--- src/rtl/fpecs_pkg.sv ---
package fpecs_pkg;

  // clock and flash bus widths
  localparam int CLK_MHZ = 125;
  localparam int ADDR_W  = 22;
  localparam int DATA_W  = 16;

  // bus timing on the flash pins, in ns, and derived cycle counts (rounded up)
  localparam int T_STROBE_NS  = 40;
  localparam int T_ACCESS_NS  = 80;
  localparam int T_RESET_NS   = 500;
  localparam int T_SETTLE_NS  = 200;
  localparam int STROBE_CYCLES = (T_STROBE_NS * CLK_MHZ + 999) / 1000;
  localparam int ACCESS_CYCLES = (T_ACCESS_NS * CLK_MHZ + 999) / 1000;
  localparam int RESET_CYCLES  = (T_RESET_NS * CLK_MHZ + 999) / 1000;
  localparam int SETTLE_CYCLES = (T_SETTLE_NS * CLK_MHZ + 999) / 1000;

  // sector collection window, longest time, rounded down
  localparam int T_COLLECT_US   = 50;
  localparam int COLLECT_CYCLES = T_COLLECT_US * CLK_MHZ;
  localparam int T_MARGIN_NS    = 2000;
  localparam int MARGIN_CYCLES  = (T_MARGIN_NS * CLK_MHZ) / 1000;

  // register byte offsets
  localparam logic [7:0] OFS_CTRL   = 8'h00;
  localparam logic [7:0] OFS_CMD    = 8'h04;
  localparam logic [7:0] OFS_ADDR   = 8'h08;
  localparam logic [7:0] OFS_DATA   = 8'h0C;
  localparam logic [7:0] OFS_STATUS = 8'h10;

  // control fields and reset values
  localparam int CTRL_BYTE_BIT  = 0;
  localparam int CTRL_ACCEL_BIT = 1;
  localparam logic [31:0] CTRL_RESET = 32'h0000_0000;
  localparam logic [31:0] ADDR_RESET = 32'h0000_0000;
  localparam logic [31:0] DATA_RESET = 32'h0000_0000;

  // command codes
  localparam logic [7:0] CMD_UNLOCK_A = 8'hAA;
  localparam logic [7:0] CMD_UNLOCK_B = 8'h55;
  localparam logic [7:0] CMD_PROGRAM  = 8'hA0;
  localparam logic [7:0] CMD_BYPASS   = 8'h20;
  localparam logic [7:0] CMD_EXIT     = 8'h90;
  localparam logic [7:0] CMD_ZERO     = 8'h00;
  localparam logic [7:0] CMD_SETUP    = 8'h80;
  localparam logic [7:0] CMD_CHIP     = 8'h10;
  localparam logic [7:0] CMD_SECTOR   = 8'h30;
  localparam logic [7:0] CMD_SUSPEND  = 8'hB0;
  localparam logic [7:0] CMD_SECURE   = 8'h88;
  localparam logic [7:0] CMD_RESET    = 8'hF0;

  // unlock addresses, low twelve bits
  localparam logic [11:0] UNL_A_WORD = 12'h555;
  localparam logic [11:0] UNL_B_WORD = 12'h2AA;
  localparam logic [11:0] UNL_A_BYTE = 12'hAAA;
  localparam logic [11:0] UNL_B_BYTE = 12'h555;

  typedef enum logic [3:0] {
    OP_READ, OP_RESET, OP_PROGRAM, OP_BYP_ENTER, OP_BYP_PROGRAM, OP_BYP_EXIT,
    OP_CHIP_ERASE, OP_SECTOR_ERASE, OP_SECTOR_ADD, OP_SUSPEND, OP_RESUME,
    OP_SEC_ENTER, OP_SEC_EXIT, OP_HW_RESET
  } fpecs_op_type;

  // one flash bus cycle
  typedef struct packed {
    logic              write;
    logic [ADDR_W-1:0] addr;
    logic [DATA_W-1:0] data;
  } fpecs_cycle_type;

endpackage

--- src/rtl/fpecs_sequencer.sv ---
`timescale 1ns/1ps
module fpecs_sequencer #(
  parameter int COLLECT_LIMIT = fpecs_pkg::COLLECT_CYCLES
) (
  input  wire logic                    CLOCK_IN,
  input  wire logic                    RST_B_IN,
  input  wire logic                    WB_CYC_IN,
  input  wire logic                    WB_STB_IN,
  input  wire logic                    WB_WE_IN,
  input  wire logic [7:0]              WB_ADR_IN,
  input  wire logic [3:0]              WB_SEL_IN,
  input  wire logic [31:0]             WB_DAT_IN,
  output logic [31:0]                  WB_DAT_OUT,
  output logic                         WB_ACK_OUT,
  output logic [fpecs_pkg::ADDR_W-1:0] FLASH_ADDR_OUT,
  input  wire logic [fpecs_pkg::DATA_W-1:0] FLASH_DQ_IN,
  output logic [fpecs_pkg::DATA_W-1:0] FLASH_DQ_OUT,
  output logic                         FLASH_DQ_OE_B_OUT,
  output logic                         FLASH_CE_B_OUT,
  output logic                         FLASH_WE_B_OUT,
  output logic                         FLASH_OE_B_OUT,
  output logic                         FLASH_RESET_B_OUT,
  output logic                         FLASH_BYTE_B_OUT,
  output logic                         FLASH_ACCEL_HIGH_OUT,
  input  wire logic                    FLASH_READY_BUSY_N_IN
);
  import fpecs_pkg::*;

  typedef enum logic [1:0] {S_IDLE, S_ISSUE, S_WAIT, S_HWRST} fpecs_state_type;

  fpecs_state_type state_q;
  fpecs_op_type    op_q;
  fpecs_cycle_type step_c;
  logic [31:0] ctrl_q, addr_q, data_q, rdata_q;
  logic [2:0]  idx_q, wcount_q;
  logic [7:0]  rst_cnt_q, settle_q;
  logic [15:0] win_cnt_q;
  logic        emb_q, byp_q, sec_q, win_q, susp_q, refused_q, accel_q;
  logic        acc, cmd_go, legal, leaf_done, seq_fin, req_valid, late, byp_any;
  logic [DATA_W-1:0] leaf_rdata;
  fpecs_op_type cmd_op;

  // merge a write into a register by byte lanes
  function automatic logic [31:0] lane_merge(input logic [31:0] old_v,
                                             input logic [31:0] new_v,
                                             input logic [3:0]  sel);
    for (int i = 0; i < 4; i++) begin
      if (sel[i]) begin
        old_v[8*i +: 8] = new_v[8*i +: 8];
      end
    end
    return old_v;
  endfunction

  // number of flash bus cycles in each operation
  function automatic logic [2:0] seq_len(input fpecs_op_type op);
    case (op)
      OP_PROGRAM, OP_SEC_EXIT:         return 3'd4;
      OP_BYP_ENTER, OP_SEC_ENTER:      return 3'd3;
      OP_BYP_PROGRAM, OP_BYP_EXIT:     return 3'd2;
      OP_CHIP_ERASE, OP_SECTOR_ERASE:  return 3'd6;
      default:                         return 3'd1;
    endcase
  endfunction

  // address and data of one step of an operation
  function automatic fpecs_cycle_type seq_step(input fpecs_op_type op, input logic [2:0] idx,
                                               input logic bm, input logic [ADDR_W-1:0] ta,
                                               input logic [DATA_W-1:0] td);
    fpecs_cycle_type c;
    logic [ADDR_W-1:0] ua, ub;
    logic erase, multi;
    ua = {ta[ADDR_W-1:12], bm ? UNL_A_BYTE : UNL_A_WORD};
    ub = {ta[ADDR_W-1:12], bm ? UNL_B_BYTE : UNL_B_WORD};
    erase = (op == OP_CHIP_ERASE) || (op == OP_SECTOR_ERASE);
    multi = erase || (op == OP_PROGRAM) || (op == OP_BYP_ENTER) || (op == OP_SEC_ENTER) ||
            (op == OP_SEC_EXIT);
    c = '{write: 1'b1, addr: ta, data: {8'h00, CMD_RESET}};
    if (multi && (idx == 3'd0 || (erase && idx == 3'd3))) begin
      c.addr = ua;
      c.data = {8'h00, CMD_UNLOCK_A};
    end else if (multi && (idx == 3'd1 || (erase && idx == 3'd4))) begin
      c.addr = ub;
      c.data = {8'h00, CMD_UNLOCK_B};
    end else if (multi && idx == 3'd2) begin
      c.addr = ua;
      case (op)
        OP_PROGRAM:   c.data = {8'h00, CMD_PROGRAM};
        OP_BYP_ENTER: c.data = {8'h00, CMD_BYPASS};
        OP_SEC_ENTER: c.data = {8'h00, CMD_SECURE};
        OP_SEC_EXIT:  c.data = {8'h00, CMD_EXIT};
        default:      c.data = {8'h00, CMD_SETUP};
      endcase
    end else begin
      case (op)
        OP_READ:         c.write = 1'b0;
        OP_PROGRAM:      c.data = td;
        OP_BYP_PROGRAM:  c.data = (idx == 3'd0) ? {8'h00, CMD_PROGRAM} : td;
        OP_BYP_EXIT:     c.data = (idx == 3'd0) ? {8'h00, CMD_EXIT} : {8'h00, CMD_ZERO};
        OP_SEC_EXIT:     c.data = {8'h00, CMD_ZERO};
        OP_CHIP_ERASE: begin
          c.addr = ua;
          c.data = {8'h00, CMD_CHIP};
        end
        OP_SECTOR_ERASE, OP_SECTOR_ADD, OP_RESUME: c.data = {8'h00, CMD_SECTOR};
        OP_SUSPEND:      c.data = {8'h00, CMD_SUSPEND};
        default:         c.data = {8'h00, CMD_RESET};
      endcase
    end
    return c;
  endfunction

  // whether an operation may be sent in the present mode
  function automatic logic op_legal(input fpecs_op_type op, input logic emb, input logic byp,
                                    input logic sec, input logic win, input logic lt,
                                    input logic susp);
    case (op)
      OP_READ, OP_HW_RESET: return 1'b1;
      OP_SUSPEND:           return emb && !susp || win;
      default: begin
        if (emb) return 1'b0;
        case (op)
          OP_BYP_PROGRAM: return byp && !sec;
          OP_BYP_EXIT:    return byp;
          default: begin
            if (byp) return 1'b0;
            case (op)
              OP_BYP_ENTER:  return !sec;
              OP_SECTOR_ADD: return win && !lt;
              OP_RESUME:     return susp;
              default:       return 1'b1;
            endcase
          end
        endcase
      end
    endcase
  endfunction

  assign acc       = WB_CYC_IN && WB_STB_IN && WB_ACK_OUT;
  assign cmd_go    = acc && WB_WE_IN && WB_ADR_IN == OFS_CMD && WB_SEL_IN[0];
  assign cmd_op    = fpecs_op_type'(WB_DAT_IN[3:0]);
  assign late      = win_cnt_q >= 16'(COLLECT_LIMIT - MARGIN_CYCLES);
  assign byp_any   = byp_q || accel_q;
  assign legal     = (WB_DAT_IN[3:0] <= 4'(OP_HW_RESET)) && state_q == S_IDLE &&
                     op_legal(cmd_op, emb_q, byp_any, sec_q, win_q, late, susp_q);
  assign req_valid = state_q == S_ISSUE;
  assign step_c    = seq_step(op_q, idx_q, ctrl_q[CTRL_BYTE_BIT], addr_q[ADDR_W-1:0],
                              data_q[DATA_W-1:0]);
  assign seq_fin   = state_q == S_WAIT && leaf_done && idx_q == seq_len(op_q) - 3'd1;

  // wishbone acknowledge, one cycle after the request is seen
  always_ff @(posedge CLOCK_IN) begin
    if (!RST_B_IN) begin
      WB_ACK_OUT <= 1'b0;
      WB_DAT_OUT <= 32'h0000_0000;
    end else begin
      WB_ACK_OUT <= WB_CYC_IN && WB_STB_IN && !WB_ACK_OUT;
      case (WB_ADR_IN)
        OFS_CTRL:   WB_DAT_OUT <= ctrl_q;
        OFS_CMD:    WB_DAT_OUT <= {27'h0, refused_q, 4'(op_q)};
        OFS_ADDR:   WB_DAT_OUT <= addr_q;
        OFS_DATA:   WB_DAT_OUT <= rdata_q;
        OFS_STATUS: WB_DAT_OUT <= {22'h0, accel_q, susp_q, late, win_q, sec_q, byp_any, emb_q,
                                   !FLASH_READY_BUSY_N_IN, state_q != S_IDLE, refused_q};
        default:    WB_DAT_OUT <= 32'h0000_0000;
      endcase
    end
  end

  // software registers, taken at the acknowledge edge
  always_ff @(posedge CLOCK_IN) begin
    if (!RST_B_IN) begin
      ctrl_q    <= CTRL_RESET;
      addr_q    <= ADDR_RESET;
      data_q    <= DATA_RESET;
      refused_q <= 1'b0;
    end else if (acc && WB_WE_IN) begin
      if (WB_ADR_IN == OFS_CTRL) ctrl_q <= lane_merge(ctrl_q, WB_DAT_IN, WB_SEL_IN);
      if (WB_ADR_IN == OFS_ADDR) addr_q <= lane_merge(addr_q, WB_DAT_IN, WB_SEL_IN);
      if (WB_ADR_IN == OFS_DATA) data_q <= lane_merge(data_q, WB_DAT_IN, WB_SEL_IN);
      if (cmd_go) refused_q <= !legal;
    end
  end

  // sequence engine: one leaf bus cycle per step
  always_ff @(posedge CLOCK_IN) begin
    if (!RST_B_IN) begin
      state_q   <= S_IDLE;
      op_q      <= OP_READ;
      idx_q     <= 3'd0;
      wcount_q  <= 3'd0;
      rst_cnt_q <= 8'h00;
      rdata_q   <= 32'h0000_0000;
    end else begin
      case (state_q)
        S_IDLE: begin
          if (cmd_go && legal) begin
            op_q     <= cmd_op;
            idx_q    <= 3'd0;
            wcount_q <= 3'd0;
            if (cmd_op == OP_HW_RESET) begin
              rst_cnt_q <= 8'(RESET_CYCLES);
              state_q   <= S_HWRST;
            end else begin
              state_q <= S_ISSUE;
            end
          end
        end
        S_ISSUE: state_q <= S_WAIT;
        S_WAIT: begin
          if (leaf_done) begin
            if (step_c.write) wcount_q <= wcount_q + 3'd1;
            else rdata_q <= {16'h0, leaf_rdata};
            if (seq_fin) state_q <= S_IDLE;
            else begin
              idx_q   <= idx_q + 3'd1;
              state_q <= S_ISSUE;
            end
          end
        end
        S_HWRST: begin
          if (rst_cnt_q <= 8'h01) state_q <= S_IDLE;
          else rst_cnt_q <= rst_cnt_q - 8'h01;
        end
        default: state_q <= S_IDLE;
      endcase
    end
  end

  // secured region about to be selected by the finishing sequence
  function automatic logic sec_c_next();
    return seq_fin && op_q == OP_SEC_ENTER;
  endfunction

  // reset, width and accelerate pins
  always_ff @(posedge CLOCK_IN) begin
    if (!RST_B_IN) begin
      FLASH_RESET_B_OUT    <= 1'b1;
      FLASH_BYTE_B_OUT     <= 1'b1;
      FLASH_ACCEL_HIGH_OUT <= 1'b0;
      accel_q              <= 1'b0;
    end else begin
      FLASH_RESET_B_OUT    <= !(state_q == S_HWRST && rst_cnt_q > 8'h01);
      FLASH_BYTE_B_OUT     <= !ctrl_q[CTRL_BYTE_BIT];
      accel_q              <= ctrl_q[CTRL_ACCEL_BIT] && !sec_q && !sec_c_next();
      FLASH_ACCEL_HIGH_OUT <= ctrl_q[CTRL_ACCEL_BIT] && !sec_q && !sec_c_next();
    end
  end

  // device mode tracking from finished sequences
  always_ff @(posedge CLOCK_IN) begin
    if (!RST_B_IN) begin
      emb_q     <= 1'b0;
      byp_q     <= 1'b0;
      sec_q     <= 1'b0;
      win_q     <= 1'b0;
      susp_q    <= 1'b0;
      win_cnt_q <= 16'h0000;
      settle_q  <= 8'h00;
    end else if (state_q == S_HWRST) begin
      {emb_q, byp_q, sec_q, win_q, susp_q} <= 5'b00000;
    end else begin
      if (settle_q != 8'h00) settle_q <= settle_q - 8'h01;
      else if (emb_q && FLASH_READY_BUSY_N_IN) emb_q <= 1'b0;
      if (win_q) begin
        win_cnt_q <= win_cnt_q + 16'h0001;
        if (win_cnt_q >= 16'(COLLECT_LIMIT - 1)) begin
          win_q    <= 1'b0;
          emb_q    <= 1'b1;
          settle_q <= 8'(SETTLE_CYCLES);
        end
      end
      if (seq_fin) begin
        case (op_q)
          OP_PROGRAM, OP_BYP_PROGRAM, OP_CHIP_ERASE, OP_RESUME: begin
            emb_q    <= 1'b1;
            settle_q <= 8'(SETTLE_CYCLES);
            if (op_q == OP_RESUME) susp_q <= 1'b0;
          end
          OP_SECTOR_ERASE, OP_SECTOR_ADD: begin
            win_q     <= 1'b1;
            win_cnt_q <= 16'h0000;
          end
          OP_SUSPEND: begin
            {win_q, emb_q} <= 2'b00;
            susp_q         <= 1'b1;
          end
          OP_BYP_ENTER: byp_q <= 1'b1;
          OP_BYP_EXIT:  byp_q <= 1'b0;
          OP_SEC_ENTER: sec_q <= 1'b1;
          OP_SEC_EXIT:  sec_q <= 1'b0;
          default: ;
        endcase
        if (op_q != OP_READ && op_q != OP_SECTOR_ERASE && op_q != OP_SECTOR_ADD &&
            op_q != OP_SUSPEND) begin
          win_q <= 1'b0;
        end
      end
    end
  end

  fpecs_flash_cycle u_cycle (
    .clk_in      (CLOCK_IN),
    .rst_b_in    (RST_B_IN),
    .req_valid_in(req_valid),
    .req_in      (step_c),
    .done_out    (leaf_done),
    .rdata_out   (leaf_rdata),
    .addr_out    (FLASH_ADDR_OUT),
    .dq_out      (FLASH_DQ_OUT),
    .dq_oe_b_out (FLASH_DQ_OE_B_OUT),
    .dq_in       (FLASH_DQ_IN),
    .ce_b_out    (FLASH_CE_B_OUT),
    .we_b_out    (FLASH_WE_B_OUT),
    .oe_b_out    (FLASH_OE_B_OUT)
  );

  chk_program_writes: assert property (@(posedge CLOCK_IN) disable iff (!RST_B_IN)
    seq_fin && op_q == OP_PROGRAM |-> wcount_q == 3'd3)
    else $error("program sequence did not issue four writes");
  chk_erase_writes: assert property (@(posedge CLOCK_IN) disable iff (!RST_B_IN)
    seq_fin && (op_q == OP_CHIP_ERASE || op_q == OP_SECTOR_ERASE) |-> wcount_q == 3'd5)
    else $error("erase sequence did not issue six writes");
  chk_bypass_writes: assert property (@(posedge CLOCK_IN) disable iff (!RST_B_IN)
    seq_fin && op_q == OP_BYP_PROGRAM |-> wcount_q == 3'd1 && byp_any)
    else $error("bypass program not two writes in bypass");
  chk_secure_exit: assert property (@(posedge CLOCK_IN) disable iff (!RST_B_IN)
    seq_fin && op_q == OP_SEC_EXIT |-> wcount_q == 3'd3 ##1 !sec_q)
    else $error("secured exit wrong length or mode kept");
  chk_secure_accel: assert property (@(posedge CLOCK_IN) disable iff (!RST_B_IN)
    sec_q && $past(sec_q) |-> !FLASH_ACCEL_HIGH_OUT && !accel_q)
    else $error("accelerate driven while secured region selected");
  chk_bypass_only: assert property (@(posedge CLOCK_IN) disable iff (!RST_B_IN)
    byp_any && cmd_go && legal |-> cmd_op inside {OP_BYP_PROGRAM, OP_BYP_EXIT, OP_READ,
                                                   OP_HW_RESET})
    else $error("command accepted in bypass mode");
  chk_busy_refuse: assert property (@(posedge CLOCK_IN) disable iff (!RST_B_IN)
    emb_q && cmd_go && legal |-> cmd_op inside {OP_READ, OP_SUSPEND, OP_HW_RESET})
    else $error("command accepted during embedded operation");
  chk_window_open: assert property (@(posedge CLOCK_IN) disable iff (!RST_B_IN)
    seq_fin && op_q == OP_SECTOR_ERASE |=> win_q && win_cnt_q == 16'h0000)
    else $error("collection window not opened after sector erase");
  chk_sector_late: assert property (@(posedge CLOCK_IN) disable iff (!RST_B_IN)
    cmd_go && cmd_op == OP_SECTOR_ADD && (!win_q || late) |=> refused_q)
    else $error("sector add outside safe window not refused");
  chk_first_unlock: assert property (@(posedge CLOCK_IN) disable iff (!RST_B_IN)
    req_valid && idx_q == 3'd0 && op_q == OP_PROGRAM |-> step_c.data[7:0] == CMD_UNLOCK_A)
    else $error("program sequence not opened by unlock");

endmodule // fpecs_sequencer

--- src/rtl/fpecs_flash_cycle.sv ---
`timescale 1ns/1ps
module fpecs_flash_cycle (
  input  wire logic                    clk_in,
  input  wire logic                    rst_b_in,
  input  wire logic                    req_valid_in,
  input  fpecs_pkg::fpecs_cycle_type   req_in,
  output logic                         done_out,
  output logic [fpecs_pkg::DATA_W-1:0] rdata_out,
  output logic [fpecs_pkg::ADDR_W-1:0] addr_out,
  output logic [fpecs_pkg::DATA_W-1:0] dq_out,
  output logic                         dq_oe_b_out,
  input  wire logic [fpecs_pkg::DATA_W-1:0] dq_in,
  output logic                         ce_b_out,
  output logic                         we_b_out,
  output logic                         oe_b_out
);
  import fpecs_pkg::*;

  typedef enum logic [1:0] {C_IDLE, C_SETUP, C_STROBE, C_HOLD} fpecs_cyc_state_type;

  fpecs_cyc_state_type state_q;
  logic [7:0]          cnt_q;
  logic                write_q;

  // one strobe cycle: chip select, then write or output strobe, then release
  always_ff @(posedge clk_in) begin
    if (!rst_b_in) begin
      state_q     <= C_IDLE;
      cnt_q       <= 8'h00;
      write_q     <= 1'b0;
      done_out    <= 1'b0;
      rdata_out   <= '0;
      addr_out    <= '0;
      dq_out      <= '0;
      dq_oe_b_out <= 1'b1;
      ce_b_out    <= 1'b1;
      we_b_out    <= 1'b1;
      oe_b_out    <= 1'b1;
    end else begin
      done_out <= 1'b0;
      case (state_q)
        C_IDLE: begin
          if (req_valid_in) begin
            addr_out    <= req_in.addr;
            dq_out      <= req_in.data;
            dq_oe_b_out <= !req_in.write;
            write_q     <= req_in.write;
            ce_b_out    <= 1'b0;
            state_q     <= C_SETUP;
          end
        end
        C_SETUP: begin
          // strobe falls after chip select, so the address is taken here
          we_b_out <= !write_q;
          oe_b_out <= write_q;
          cnt_q    <= write_q ? 8'(STROBE_CYCLES) : 8'(ACCESS_CYCLES);
          state_q  <= C_STROBE;
        end
        C_STROBE: begin
          if (cnt_q <= 8'h01) begin
            // write strobe rises first, data is taken on that edge
            we_b_out <= 1'b1;
            oe_b_out <= 1'b1;
            if (!write_q) begin
              rdata_out <= dq_in;
            end
            state_q <= C_HOLD;
          end else begin
            cnt_q <= cnt_q - 8'h01;
          end
        end
        C_HOLD: begin
          ce_b_out    <= 1'b1;
          dq_oe_b_out <= 1'b1;
          done_out    <= 1'b1;
          state_q     <= C_IDLE;
        end
        default: state_q <= C_IDLE;
      endcase
    end
  end

  // write strobe only ever pulses inside chip select
  chk_strobe_in_select: assert property (@(posedge clk_in) disable iff (!rst_b_in)
    !we_b_out |-> !ce_b_out && !dq_oe_b_out)
    else $error("write strobe outside chip select or without data drive");

endmodule // fpecs_flash_cycle

--- config.mk ---
export PLATFORM = sky130hd
export DESIGN_NAME = fpecs_sequencer
export DESIGN_NICKNAME = d
export VERILOG_FILES = /design/src/rtl/fpecs_pkg.sv /design/src/rtl/fpecs_sequencer.sv /design/src/rtl/fpecs_flash_cycle.sv
export SDC_FILE = /design/constraint.sdc
export NUM_CORES = 1
export LEC_CHECK = 0
export ABC_AREA = 1
export BUFFER_PORTS_ARGS = -buffer_cell sky130_fd_sc_hd__buf_2
export CORE_ASPECT_RATIO = 1.2
export CORE_UTILIZATION = 25
export CTS_BUF_LIST = sky130_fd_sc_hd__clkbuf_2 sky130_fd_sc_hd__clkbuf_4 sky130_fd_sc_hd__clkbuf_8
export CTS_CLUSTER_SIZE = 8
export DETAILED_ROUTE_END_ITERATION = 8
export PLACE_DENSITY = 0.39
export SLEW_MARGIN = 5
export SYNTH_ARGS = -nofsm -noshare
export SYNTH_HDL_FRONTEND = slang
export SYNTH_SLANG_ARGS = --single-unit
--- constraint.sdc ---
create_clock -name CLOCK_IN -period 3 [get_ports CLOCK_IN]
set_input_delay 0 -clock CLOCK_IN [delete_from_list [all_inputs] [get_ports CLOCK_IN]]
set_output_delay 0 -clock CLOCK_IN [all_outputs]
set_load 0.02 [all_outputs]
==> Yosys cells after proc, flatten, opt, wreduce, memory -nomap -nowiden <==
Memories as Yosys holds them, arrays and structs flattened. A register that Yosys moved wholly into a read port is not among the register bits.
Index checks and enable logic that the tools add are counted.
{ "op_classes": {"n_addsub": 6, "order_cmp": 6, "eq_ne": 46, "muxes": 81, "bitwise_logic": 3, "n_reduce_logical": 95} }
{ "op_table": {"columns": ["operator", "n"], "rows": [
  ["32-bit one-hot mux with 5 select lines", 1],
  ["16-bit one-hot mux with 7 select lines", 1],
  ["28-bit 2-to-1 mux", 3],
  ["8-bit 2-to-1 mux", 10],
  ["16-bit 2-to-1 mux", 4],
  ["3-bit AND reduction", 14],
  ["4-bit equality test (second input constant)", 9],
  ["16-bit by 13-bit greater-or-equal comparator with 1-bit output (second input constant)", 2],
  ["8-bit one-hot mux with 2 select lines", 2],
  ["8-bit one-hot mux with 4 select lines", 1],
  ["1-bit 2-to-1 mux", 29],
  ["1-bit logical AND", 27],
  ["4-bit by 3-bit equality test with 1-bit output (second input constant)", 6],
  ["12-bit 2-to-1 mux", 2],
  ["8-bit by 1-bit subtractor with 8-bit output (second input constant)", 3],
  ["1-bit one-hot mux with 2 select lines", 11],
  ["2-bit AND reduction", 9],
  ["16-bit by 1-bit adder with 16-bit output (second input constant)", 1],
  ["8-bit by 4-bit equality test with 1-bit output (second input constant)", 2],
  ["8-bit by 1-bit less-or-equal comparator with 1-bit output (second input constant)", 2],
  ["2-bit one-hot mux with 4 select lines", 2],
  ["2-bit nonzero test", 8],
  ["4-bit by 2-bit equality test with 1-bit output (second input constant)", 3],
  ["2-bit 2-to-1 mux", 6],
  ["other kinds (34)", 79]
]} }
{ "totals": {"regBits": 249, "romBits": 48, "input_bits": 66, "out_inout_bits": 78, "wordCells": 277, "memories": 1} }
{ "memory_table": {"columns": ["name", "depth", "word_bits", "read_ports", "rd_clocked_by_memory_dff", "wr", "line_no", "rtl"], "rows": [
  ["(no name shown)", 16, 3, 1, 1, 0, "fpecs_sequencer.sv:57", "case (op)"]
]} }

==> Logic depth before layout (Yosys ltp) <==
Gate-level depths: netlist of the first run.
{ "depth": {"ltp_word": 14, "mapped_depth": 18} }

==> Cells and area by module <==
A second synthesis of the first run with hierarchy kept.
{ "hier_totals": {"cells_unflattened": 1552, "area_unflattened_um2": 11442.2} }
{ "modules_own_cells": {"columns": ["module", "n_inst", "cells_per_inst", "area_each_um2"], "rows": [
  ["fpecs_sequencer", 1, 1184, 8533.2],
  ["fpecs_flash_cycle", 1, 368, 2909.0]
]} }

==> Least setup slack after synthesis of the first run <==
Ideal clock, no wire load.
{ "synth_path": {"kind": "flip-flop to flip-flop", "start": "register with a tool-made name", "end": "register idx_q[0]", "setup_time_ns": 0.113, "t_arrival_ns": 1.767, "setup_slack_ns": 1.120, "stages_incl_launch_ff": 11, "n_path_buf": 1, "path_cell_list": "dfxtp_1 -> inv_1 -> ha_1 -> xor2_1 -> and3_1 -> and2_1 -> buf_2 -> o21ai_0 -> nand3_1 -> nor2_1 -> nor2_1"} }
{ "synth_lines": {"columns": ["element", "line_no", "rtl"], "rows": [
  ["end signal, assigned", "fpecs_sequencer.sv:216", "idx_q <= idx_q + 3'd1;"],
  ["end, declared", "fpecs_sequencer.sv:35", "logic [2:0] idx_q, wcount_q;"]
]} }

==> Worst setup path in the final report of the first run <==
{ "layout_path": {"start": "input port WB_ADR_IN[4]", "end": "register data_q[5]"} }
{ "layout_between": {"elab_chain_len": 2} }
{ "layout_rtl": {"columns": ["element", "line_no", "rtl"], "rows": [
  ["start, declared", "fpecs_sequencer.sv:10", "input wire logic [7:0] WB_ADR_IN,"],
  ["8-bit by 4-bit equality test with 1-bit output", "fpecs_sequencer.sv:180", "if (WB_ADR_IN == OFS_DATA) data_q <= lane_merge(data_q, WB_DAT_IN, WB_SEL_IN);"],
  ["3-bit AND reduction (no line)", null, null],
  ["end signal, assigned", "fpecs_sequencer.sv:180", null],
  ["end, declared", "fpecs_sequencer.sv:34", "logic [31:0] ctrl_q, addr_q, data_q, rdata_q;"]
]} }
Every way passes these cells.
A chain may end at the register's enable or synchronous reset.

==> metrics.cfg, run 1 <==
[timing]
final.min_clock_period_ns=2.46
relSlewSlack_pct=46.1
grt_setup_unrepaired=no
drv_slew=0
tns_ns=0
max_freq_mhz=406
setup_viol=0
finalHoldViolCount=0
clock_skew_ns=0.0436
worst_slew_pin_slew_ns=0.807
fin_crit_sh_pct=82.0
whs_ns=0.0729

[global_route]
grt_overflow=0
grt_pass1_wl_mm=55.3
track_usage_pct=15.9
antenna_found_initial=0
grt_pass1_vias=10200
grt_max_degree=61

[setup_path]
path_delay_family=buffers and inverters
cp.arrival_ns=2.96
crit_slowest_cell=nor2_1
worst-path-max-fanout=13
r2r-end=addr_q[8]
path_cells=dlygate4sd3_1 -> buf_2 -> nor2_4 -> dlygate4sd3_1 -> nand3_4 -> inv_1 -> nand2_1 -> nor2_1 -> inv_1 -> nor2_1 -> nor2_1
path_buf_inv=5
r2r-start=WB_ACK_OUT
criticalPathCategory=input port to flip-flop
rr_worst_depth=8
path_common_cell=nor2_1
critPathMaxStageDelay_ns=0.67
end_kind=flip-flop
setup.worst_path.start_class=input port
cp.required_ns=3.50
rrSetupSlack_ns=0.76

[routing]
wl_met3_mm=1.52
antenna_left=0
wire_per_inst_um=15.5
drt-met1-wl_mm=15.6
dr_total_vias=10400
wl_met2_mm=17.0
highest_layer=met4
viasPerCell=4.56
drc=16
firstDrtPassIters=7
wl_mm=35.2
drt_iter0_drc=459

[placement]
hpwlAfterDp_mm=25.0
io_buffer_count=143
placed_cells=2127
routabilityCongestion=0.796

[synth]
synth_top_area_share_pct=46.2
synthMuxAreaShare_pct=0
yosysSeqAreaShare_pct=46.2
synth_cells=1474
ys_warn_count=0
yosys.area_share.adder_pct=2.41
syn-num-nets=1561
yosys.area_share.simple_pct=21.2
synth.distinct_cells=51
avgSynthCellArea_sq_um=7.41
synth_area_sq_um=10900
synth_ff_type=dfxtp_1
synth_top_cell_by_area=dfxtp_1
synth_seq_cells=252
async_flop_share_pct=0
synth_top_family_by_area=simple AND/OR/NAND/NOR gates
synth_compound_area_share_pct=20.7
synth_edf_count=0
synth-xor-area-share_pct=1.44
netlist_top_cells_area=dfxtp_1 46%, a21oi_1 8.8%, o21ai_0 8.0%

[clocking]
post_cts_resized=0
clock_path_buffers=3
cts.htree.levels=2
clk_latency_ns=0.61
cts_root_buffer=clkbuf_8
clkSinkCount=252
clk_pin_slew_worst_paths_ns=0.06
cts_buffers=47
cts_tree=done

[power]
pwr-share-seq_pct=44.5
p_leak_nw=5.83
switchingPower_w=0.00226
powerDensity_nw_per_um2=591
power_switching_share_pct=27.6
peakVddDrop_mv=0.303
internal_power_w=0.00595
p_comb_share_pct=13.3
p_clk_share_pct=42.1

[die]
die_x_um=193
die-height_um=231
io_pins=144
start_util_pct=25.5
rows=83
dieArea_sq_um=44500
design.core.area_sq_um=42900

[finish]
nets=1781
fillers=4645
multi_input_area_sq_um=5010
final_common_cell=dfxtp_1
drive_above_1_share_pct=16.1
num_antenna_cells=0
final_cells=2276
syn_to_final_growth_pct=27.3
final_cell_mix=252 x dfxtp_1, 231 x nand2_1, 191 x a21oi_1
seq_area_sq_um=5040

[worst_hold_path]
hold_end=WB_DAT_OUT[15]
hold_depth=7
hold_path_class=input port to flip-flop
hp-start=WB_ADR_IN[0]

[run_status]
violations=DRC
outcome=finished with violations

[job]
drv_cap=0

## stage by stage
step / total power [W] / cell area [sq um] / utilization, % / worst slack [ns]
6_report: 0.00821 / 13900 / 32.4 / 0.540
4_1_cts: 0.00838 / 13900 / 32.3 / 0.0736
3_5_place_dp: 0.00477 / 12200 / 28.5 / 0.752
2_1_floorplan: 0.00447 / 10900 / - / 1.12
3_3_place_gp: 0.00477 / 12200 / 28.5 / 0.784
5_1_grt: 0.00869 / 13900 / 32.4 / 0.331
## what timing repair did
item / 4_1_cts / 5_1_grt
hold buffers: 67 / 2
endpoints found under the hold margin: 130 / 1
setup endpoints to repair: 0 / 10
buffers inserted: 0 / 2
## how the worst max path moves through the flow
stage,start,end,slack [ns],depth (start not counted)
global route,WB_ADR_IN[4],data_q[5],0.33,11
floorplan,flip-flop,idx_q[0],1.12,10
finish,WB_ADR_IN[4],data_q[5],0.54,11
CTS,WB_ADR_IN[4],rst_cnt_q[7],0.07,15
detailed placement,u_cycle.cnt_q[0],u_cycle.rdata_out[0],0.75,9
global placement,op_q[1],u_cycle.dq_out[10],0.78,12
## cells in the mapped netlist, types with 3 or more instances
cell and n:
nor2_1 185, or2_2 4, nand3_2 3, o221ai_1 4
xor2_1 14, nor4_1 4, nor3_1 16, buf_4 3
a31oi_1 11, inv_2 6, ha_1 21, nand2_1 231
buf_1 4, nor2_4 3, o22ai_1 10, xnor2_1 4
o21ai_0 175, nor3b_1 4, and3_1 4, a211oi_1 6
a21oi_1 191, clkbuf_1 45, inv_1 156, or2_1 4
nand2_2 5, buf_2 7, nor2_2 3, a221oi_1 10
nand4_1 11, nand3_1 46, nand2_4 3, dfxtp_1 252
o211ai_1 5
## worst min-delay path: stages
cell and delay, ns:
buf_2 0.09, nor3_1 0.05, nand3_1 0.08, buf_4 0.18
o221ai_1 0.12, nand2_1 0.07, inv_1 0.04
## registers in the layout, indices dropped and copies added, names as in the netlist, 2 cells and up, named ones only
name               flops
WB_DAT_OUT            32
addr_q                32
ctrl_q                32
data_q                16
idx_q                  3
op_q                   4
rdata_q               16
rst_cnt_q              8
settle_q               8
state_q                2
u_cycle.addr_out      22
u_cycle.cnt_q          8
u_cycle.dq_out        16
u_cycle.rdata_out     16
u_cycle.state_q        2
win_cnt_q             16
## kinds of logic (layout without fill, tap and decap cells)
| group | after synthesis | after routing |
|---|---|---|
| DFF | 252 | 252 |
| xor gates and xnor gates | 18 | 18 |
| adders and majority gates | 21 | 21 |
| buffers and inverters | 225 | 475 |
| and+or+nand+nor | 534 | 534 |
| AOI/OAI and AO/OA | 424 | 424 |
## area by class of cell
| class | count | share of cell area, % |
|---|---|---|
| Clock buffer | 75 | 6.75 |
| Clock inverter | 4 | 0.270 |
| Inverter | 165 | 4.46 |
| Multi-Input combinational cell | 997 | 36.0 |
| Sequential cell | 252 | 36.3 |
| Tap cell | 552 | 4.97 |
| Timing Repair Buffer | 231 | 11.2 |
## power by group through the flow
stage | logic (W) | registers [W] | clock network [W]
after floorplan | 0.000762 | 0.00371 | 0
after CTS | 0.00111 | 0.00366 | 0.00361
after global routing | 0.00125 | 0.00368 | 0.00376
final | 0.00109 | 0.00366 | 0.00346
after global placement | 0.00104 | 0.00373 | 0
after detailed placement | 0.00104 | 0.00373 | 0
## layer usage
metal	GRT usage, %	vias up
li1	-	5325
met1	19.6	4741
met2	27.4	226
met5	0	-
met3	2.68	85
met4	6.10	0
No activity file was read; power rests on OpenSTA's default activity.
==> inputs of run 2 (changes only) <==
--- a/config.mk
+++ b/config.mk
@@ -5,14 +5,14 @@
 export SDC_FILE = /design/constraint.sdc
 export NUM_CORES = 1
 export LEC_CHECK = 0
-export ABC_AREA = 1
+export ABC_AREA = 0
 export BUFFER_PORTS_ARGS = -buffer_cell sky130_fd_sc_hd__buf_2
 export CORE_ASPECT_RATIO = 1.2
 export CORE_UTILIZATION = 25
 export CTS_BUF_LIST = sky130_fd_sc_hd__clkbuf_2 sky130_fd_sc_hd__clkbuf_4 sky130_fd_sc_hd__clkbuf_8
 export CTS_CLUSTER_SIZE = 8
 export DETAILED_ROUTE_END_ITERATION = 8
-export PLACE_DENSITY = 0.39
+export PLACE_DENSITY = 0.4
 export SLEW_MARGIN = 5
 export SYNTH_ARGS = -nofsm -noshare
 export SYNTH_HDL_FRONTEND = slang
==> constraint.sdc (replaced) <==
create_clock -name CLOCK_IN -period 2.2 [get_ports CLOCK_IN]
set_input_delay 0 -clock CLOCK_IN [delete_from_list [all_inputs] [get_ports CLOCK_IN]]
set_output_delay 0 -clock CLOCK_IN [all_outputs]
set_load 0.02 [all_outputs]
==> run 2 against run 1 <==
Effect of this change: the flow now finishes without violations; sequential share of layout area fell by 2.5 points; critical path depth fell by 5; clock power rose by 41%; final area rose by 7.5%; first-iteration DRC count rose by 27%; largest cell class is now multi-input combinational cells.
==> metrics.cfg, run 2 <==
[run_status]
outcome=finished, final reports clean

[die]
dieArea_sq_um=45700  ; +2.7%
die-height_um=234  ; +1.3%
io_pins=144  ; unchanged
die_x_um=195  ; +1.3%
rows=84  ; +1.2%
start_util_pct=25.5  ; about the same
design.core.area_sq_um=44000  ; +2.7%

[timing]
clock_skew_ns=0.0269  ; -0.0167 ns
worst_slew_pin_slew_ns=0.649  ; -0.158 ns
fin_crit_sh_pct=95.7
whs_ns=0.0689  ; -0.00400 ns
setup_viol=0  ; unchanged
relSlewSlack_pct=56.3  ; +10 points
grt_setup_unrepaired=yes
drv_slew=0  ; unchanged
finalHoldViolCount=0  ; unchanged
final.min_clock_period_ns=2.11
max_freq_mhz=475
tns_ns=0  ; unchanged

[global_route]
grt_pass1_vias=10600  ; +3.7%
antenna_found_initial=0  ; unchanged
grt_max_degree=83  ; +36%
grt_pass1_wl_mm=61.7  ; +12%
track_usage_pct=17.4  ; +1.5 points
grt_overflow=0  ; unchanged

[synth]
synth_edf_count=0  ; unchanged
synth_seq_cells=252  ; unchanged
ys_warn_count=0  ; unchanged
syn-num-nets=1392  ; -11%
synth_commonest_cells=252 x dfxtp_1, 173 x nor2_1, 151 x nand2_1
async_flop_share_pct=0  ; unchanged
synth_cells=1305  ; -11%
synth_area_sq_um=11200  ; +2.7%
avgSynthCellArea_sq_um=8.60  ; +16%
yosysSeqAreaShare_pct=45.0  ; -1.2 points
synth_top_cell_by_area=dfxtp_1
synth_top_area_share_pct=45.0  ; -1.2 points
netlist_top_cells_area=dfxtp_1 45%, mux2i_1 6.3%, nor2_1 5.8%
synth_ff_type=dfxtp_1
synth.distinct_cells=88  ; +73%
yosysMostFrequentCell=dfxtp_1

[setup_path]
worst-path-max-fanout=7  ; -6
cp.required_ns=2.69  ; -0.81 ns
path_cells=or4_4 -> o41a_4 -> a21o_4 -> and3_1 -> a31oi_1 -> o31ai_1
criticalPathCategory=flip-flop to flip-flop
setup.worst_path.start_class=flip-flop
end_kind=flip-flop
cp.arrival_ns=2.60  ; -0.36 ns
crit_slowest_cell=or4_4
critPathMaxStageDelay_ns=0.56  ; -0.11 ns

[finish]
syn_to_final_growth_pct=33.2
final_cell_mix=247 x dfxtp_1, 173 x nor2_1, 151 x nand2_1
num_antenna_cells=0  ; unchanged
reg_top3=WB_DAT_OUT x32, addr_q x32, ctrl_q x32
drive_above_1_share_pct=23.6  ; +7.4 points
fillers=4673  ; +0.60%
final_common_cell=dfxtp_1
nets=1673  ; -6.1%
post-route-util_pct=33.9  ; +1.5 points
post-route-cell-area_sq_um=14900  ; +7.5%

[routing]
drc=0  ; -16
drt_iter0_drc=585  ; +27%
antenna_left=0  ; unchanged
wire_per_inst_um=18.3  ; +18%
viasPerCell=4.83  ; +6.0%
wl_mm=39.9  ; +13%
dr_total_vias=10500  ; +1.5%
firstDrtPassIters=6  ; -1

[power]
p_total_w=0.0112  ; +36%
powerDensity_nw_per_um2=747  ; +26%
peakVddDrop_mv=0.436  ; +44%
p_leak_nw=5.77  ; -1.1%

[clocking]
clkSinkCount=252  ; unchanged
clock_path_buffers=3  ; unchanged
cts.htree.levels=2  ; unchanged
cts_tree=done
cts_root_buffer=clkbuf_8
cts_buffers=47  ; unchanged
clk_latency_ns=0.63  ; +0.02 ns
clk_pin_slew_worst_paths_ns=0.06  ; about the same

[job]
drv_cap=0  ; unchanged

[placement]
placed_area_sq_um=13300  ; +8.4%
hpwlAfterDp_mm=28.7  ; +15%
io_buffer_count=143  ; unchanged
routabilityCongestion=0.884  ; +11%

[worst_hold_path]
hold_path_class=input port to flip-flop

-- run 2: changes by cell type after synthesis, moves of 13 or more --
cell,delta
inv_1,-128
nand2_1,-80
o21ai_0,-79
a21oi_1,-72
mux2i_1,+71
a22oi_1,+32
nand3_1,-21
nor2b_1,+13
-- run 2: final timing paths --
check                   startpoint       endpoint  slack (ns)  cells after the start
max reg2reg           rst_cnt_q[2]   rst_cnt_q[1]        0.09                      6
min reg2reg  u_cycle.rdata_out[13]    rdata_q[13]        0.45                      2
min                   WB_ADR_IN[2]  WB_DAT_OUT[8]        0.07                      6
max                   rst_cnt_q[2]   rst_cnt_q[1]        0.09                      6
-- run 2: kinds of logic (layout without fill, tap and decap cells) --
family / Yosys count / in the layout / share of synthesized area [%]
AOI/OAI and AO/OA: 356 / 356 / 20.2
xor gates and xnor gates: 21 / 21 / 1.77
and+or+nand+nor: 474 / 474 / 20.2
DFF: 252 / 252 / 45.0
buffers and inverters: 108 / 424 / 3.97
muxes: 73 / 73 / 6.54
adders and majority gates: 21 / 21 / 2.34
-- run 2: final cells by class --
type | instances | area [sq um] | area share (%)
clock inverter | 10 | 92.6 | 0.620
tap | 559 | 699 | 4.68
sequential | 252 | 5050 | 33.8
clock buffer | 74 | 906 | 6.06
multi-input combinational | 945 | 5830 | 39.0
inverter | 30 | 115 | 0.770
timing repair buffer | 310 | 2250 | 15.0
-- run 2: metrics by stage --
stage,std cells,setup slack [ns]
2_1_floorplan,1305,0.0824
3_3_place_gp,2036,0.0513
3_5_place_dp,2036,0.0292
4_1_cts,2180,0.0213
5_1_grt,2180,-0.00739
6_report,2180,0.0943
-- run 2: report_power, final --
group | leakage (nW) | internal (W) | switching [W]
registers | 2.03 | 0.00470 | 0.000117
clock network | 0.535 | 0.00274 | 0.00213
logic | 3.20 | 0.000635 | 0.000837
-- run 2: timing repair --
item,in CTS,in global routing
endpoints found under the hold margin,138,0
hold buffers,60,0
gates resized for setup,1,21
pin swaps,0,4
buffers inserted,0,0
endpoints found under the setup margin,1,30
-- run 2: routing by layer --
metal	share of wire [%]	up-vias	wire length (um)	track usage, %
met2	50	250	19900	31.2
met1	42	4996	16800	20.5
met3	5.7	62	2270	3.80
met4	2.4	0	953	6.03
met5	0	-	0	0
li1	-	5228	-	-
-- run 2: critical path, delay by kind of cell (launching register included) --
family / cells / cell delay, ns
flip-flops: 1 / 0.31
AO/OA/AOI/OAI: 4 / 0.93
AND/OR/NAND/NOR: 2 / 0.73
==> inputs of run 3 (changes only) <==
--- a/config.mk
+++ b/config.mk
@@ -12,7 +12,7 @@
 export CTS_BUF_LIST = sky130_fd_sc_hd__clkbuf_2 sky130_fd_sc_hd__clkbuf_4 sky130_fd_sc_hd__clkbuf_8
 export CTS_CLUSTER_SIZE = 8
 export DETAILED_ROUTE_END_ITERATION = 8
-export PLACE_DENSITY = 0.4
+export PLACE_DENSITY = 0.39
 export SLEW_MARGIN = 5
 export SYNTH_ARGS = -nofsm -noshare
 export SYNTH_HDL_FRONTEND = slang
==> constraint.sdc (replaced) <==
create_clock -name CLOCK_IN -period 2.14 [get_ports CLOCK_IN]
set_input_delay 0 -clock CLOCK_IN [delete_from_list [all_inputs] [get_ports CLOCK_IN]]
set_output_delay 0 -clock CLOCK_IN [all_outputs]
set_load 0.02 [all_outputs]
==> run 3 against run 2 <==
Effect of this change: total power rose by 3.2%; utilization rose by 0.70 points; clock skew fell by 0.0050 ns; critical path type unchanged; critical endpoint is now u_cycle.addr_out[4]; largest cell class unchanged.
==> metrics.cfg, run 3 (synthesis results as in run 2) <==
[run_status]
outcome=finished, final reports clean

[routing]
wl_mm=40.5  ; +1.3%
antenna_left=0  ; unchanged
viasPerCell=4.82  ; -0.30%
wire_per_inst_um=18.3  ; about the same
highest_layer=met5
drt-met1-wl_mm=17.1  ; +1.8%
dr_total_vias=10600  ; +1.1%
drc=0  ; unchanged
wl_met3_mm=1.82  ; -20%
firstDrtPassIters=6  ; unchanged
wl_met2_mm=20.7  ; +4.0%
drt_iter0_drc=536  ; -8.4%

[timing]
relSlewSlack_pct=60.8  ; +4.5 points
fin_crit_sh_pct=97.4  ; +1.7 points
clock_skew_ns=0.0219  ; -0.00503 ns
setup_viol=0  ; unchanged
finalHoldViolCount=0  ; unchanged
final.min_clock_period_ns=2.08  ; -0.0217 ns
grt_setup_unrepaired=yes
max_freq_mhz=480  ; +1.0%
drv_slew=0  ; unchanged
worst_slew_pin_slew_ns=0.588  ; -0.0610 ns

[die]
start_util_pct=25.5  ; unchanged
io_pins=144  ; unchanged
design.core.area_sq_um=44000  ; unchanged
die_x_um=195  ; unchanged
rows=84  ; unchanged
dieArea_sq_um=45700  ; unchanged
die-height_um=234  ; unchanged

[finish]
seq_area_sq_um=5050  ; about the same
syn_to_final_growth_pct=36.0
reg_top3=WB_DAT_OUT x32, addr_q x32, ctrl_q x32
multi_input_area_sq_um=5870  ; +0.58%
fillers=4614  ; -1.3%
final_cells=2210  ; +1.4%
nets=1705  ; +1.9%
final_common_cell=dfxtp_1
final_cell_mix=248 x dfxtp_1, 172 x nor2_1, 151 x nand2_1
post-route-util_pct=34.6  ; +0.70 points
drive_above_1_share_pct=25.4  ; +1.8 points

[global_route]
grt_pass1_wl_mm=62.5  ; +1.3%
track_usage_pct=17.7  ; +0.27 points
grt_max_degree=100  ; +20%
grt_overflow=0  ; unchanged
grt_pass1_vias=10800  ; +1.8%
antenna_found_initial=2  ; +2

[setup_path]
path_common_cell=buf_4
path_buf_inv=3  ; +3
critPathMaxStageDelay_ns=0.39  ; -0.17 ns
setup.worst_path.start_class=flip-flop
criticalPathCategory=flip-flop to flip-flop
cp.arrival_ns=2.57  ; -0.03 ns
end_kind=flip-flop
worst-path-max-fanout=10  ; +3
cp.required_ns=2.62  ; -0.07 ns
crit_slowest_cell=dfxtp_1
path_cells=buf_4 -> buf_4 -> nand2b_1 -> o21ai_0 -> a32oi_1 -> nand3b_1 -> a21oi_1 -> buf_4 -> a221o_1
path_delay_family=compound AO/OA/AOI/OAI gates

[clocking]
clk_pin_slew_worst_paths_ns=0.06  ; about the same
cts_root_buffer=clkbuf_8
cts.htree.levels=2  ; unchanged
cts_tree=done
clock_path_buffers=3  ; unchanged
cts_buffers=49  ; +4.3%
clkSinkCount=252  ; unchanged
clk_latency_ns=0.62  ; about the same

[job]
drv_cap=0  ; unchanged

[power]
peakVddDrop_mv=0.433  ; -0.80%
p_total_w=0.0115  ; +3.2%
powerDensity_nw_per_um2=755  ; +1.1%
p_leak_nw=5.91  ; +2.5%

[placement]
routabilityCongestion=0.833  ; -5.7%
hpwlAfterDp_mm=29.1  ; +1.5%
placed_cells=2068  ; +1.6%
io_buffer_count=143  ; unchanged

[worst_hold_path]
hold_path_class=input port to flip-flop

[run 3: cell types whose count changed in the layout (fill, tap and decap cells not counted), sizes merged]
cell	change
bufinv	-1
dlygate4sd3	-3
diode	+1
clkinv	-3
buf	+33
clkbuf	+4
inv	-1
[run 3: final timing paths]
| check | start | end | slack [ns] | cells after the start |
|---|---|---|---|---|
| worst max-delay path | op_q[3] | u_cycle.addr_out[4] | 0.06 | 9 |
| worst min-delay path | WB_SEL_IN[0] | addr_q[0] | 0.06 | 5 |
| worst max register to register | op_q[3] | u_cycle.addr_out[4] | 0.06 | 9 |
| worst min register to register | u_cycle.addr_out[19] | u_cycle.addr_out[19] | 0.45 | 2 |
[run 3: final cells by class]
class	count	area share, %
clock buffers	78	6.42
diodes	1	0.0164
flip-flops and latches	252	33.1
multi-input cells	945	38.5
clock inverters	5	0.254
well taps	559	4.59
repair buffers	340	16.4
inverters	30	0.755
[run 3: repair_timing]
| item | 4_1_cts | 5_1_grt |
|---|---|---|
| hold buffers | 57 | 0 |
| endpoints found under the setup margin | 5 | 53 |
| gates resized for setup | 2 | 28 |
| pin swaps | 2 | 9 |
| setup buffers | 0 | 1 |
| endpoints found under the hold margin | 127 | 0 |
[run 3: per-layer routing]
| metal | GRT usage, % | up-vias |
|---|---|---|
| li1 | - | 5290 |
| met1 | 20.6 | 5067 |
| met2 | 32.1 | 229 |
| met3 | 3.54 | 61 |
| met4 | 6.03 | 2 |
| met5 | 0 | - |
[run 3: where the power goes]
| group | switching [W] | internal (W) |
|---|---|---|
| Combinational | 0.000870 | 0.000678 |
| Clock | 0.00214 | 0.00288 |
| Sequential | 0.000119 | 0.00484 |
| Total | 0.00313 | 0.00839 |
[run 3: tightest hold or removal path: cells and delay by family]
| family | cells | cell delay (ns) |
|---|---|---|
| AOI/OAI and AO/OA | 2 | 0.23 |
| and+or+nand+nor | 1 | 0.07 |
| buffers and inverters | 2 | 0.32 |
[run 3: metrics by stage]
| stage | TNS (ns) | hold slack [ns] | cell area (sq um) | setup WS (ns) |
|---|---|---|---|---|
| after CTS | 0 | 0.00123 | 15100 | 0.0249 |
| final | 0 | 0.0619 | 15300 | 0.0561 |
| after floorplan | 0 | 0.118 | 11200 | 0.0224 |
| after detailed placement | -0.126 | 0.243 | 13500 | -0.0416 |
| after global placement | -0.0475 | 0.235 | 13500 | -0.0475 |
| after global routing | -0.0217 | 0.0743 | 15300 | -0.0153 |
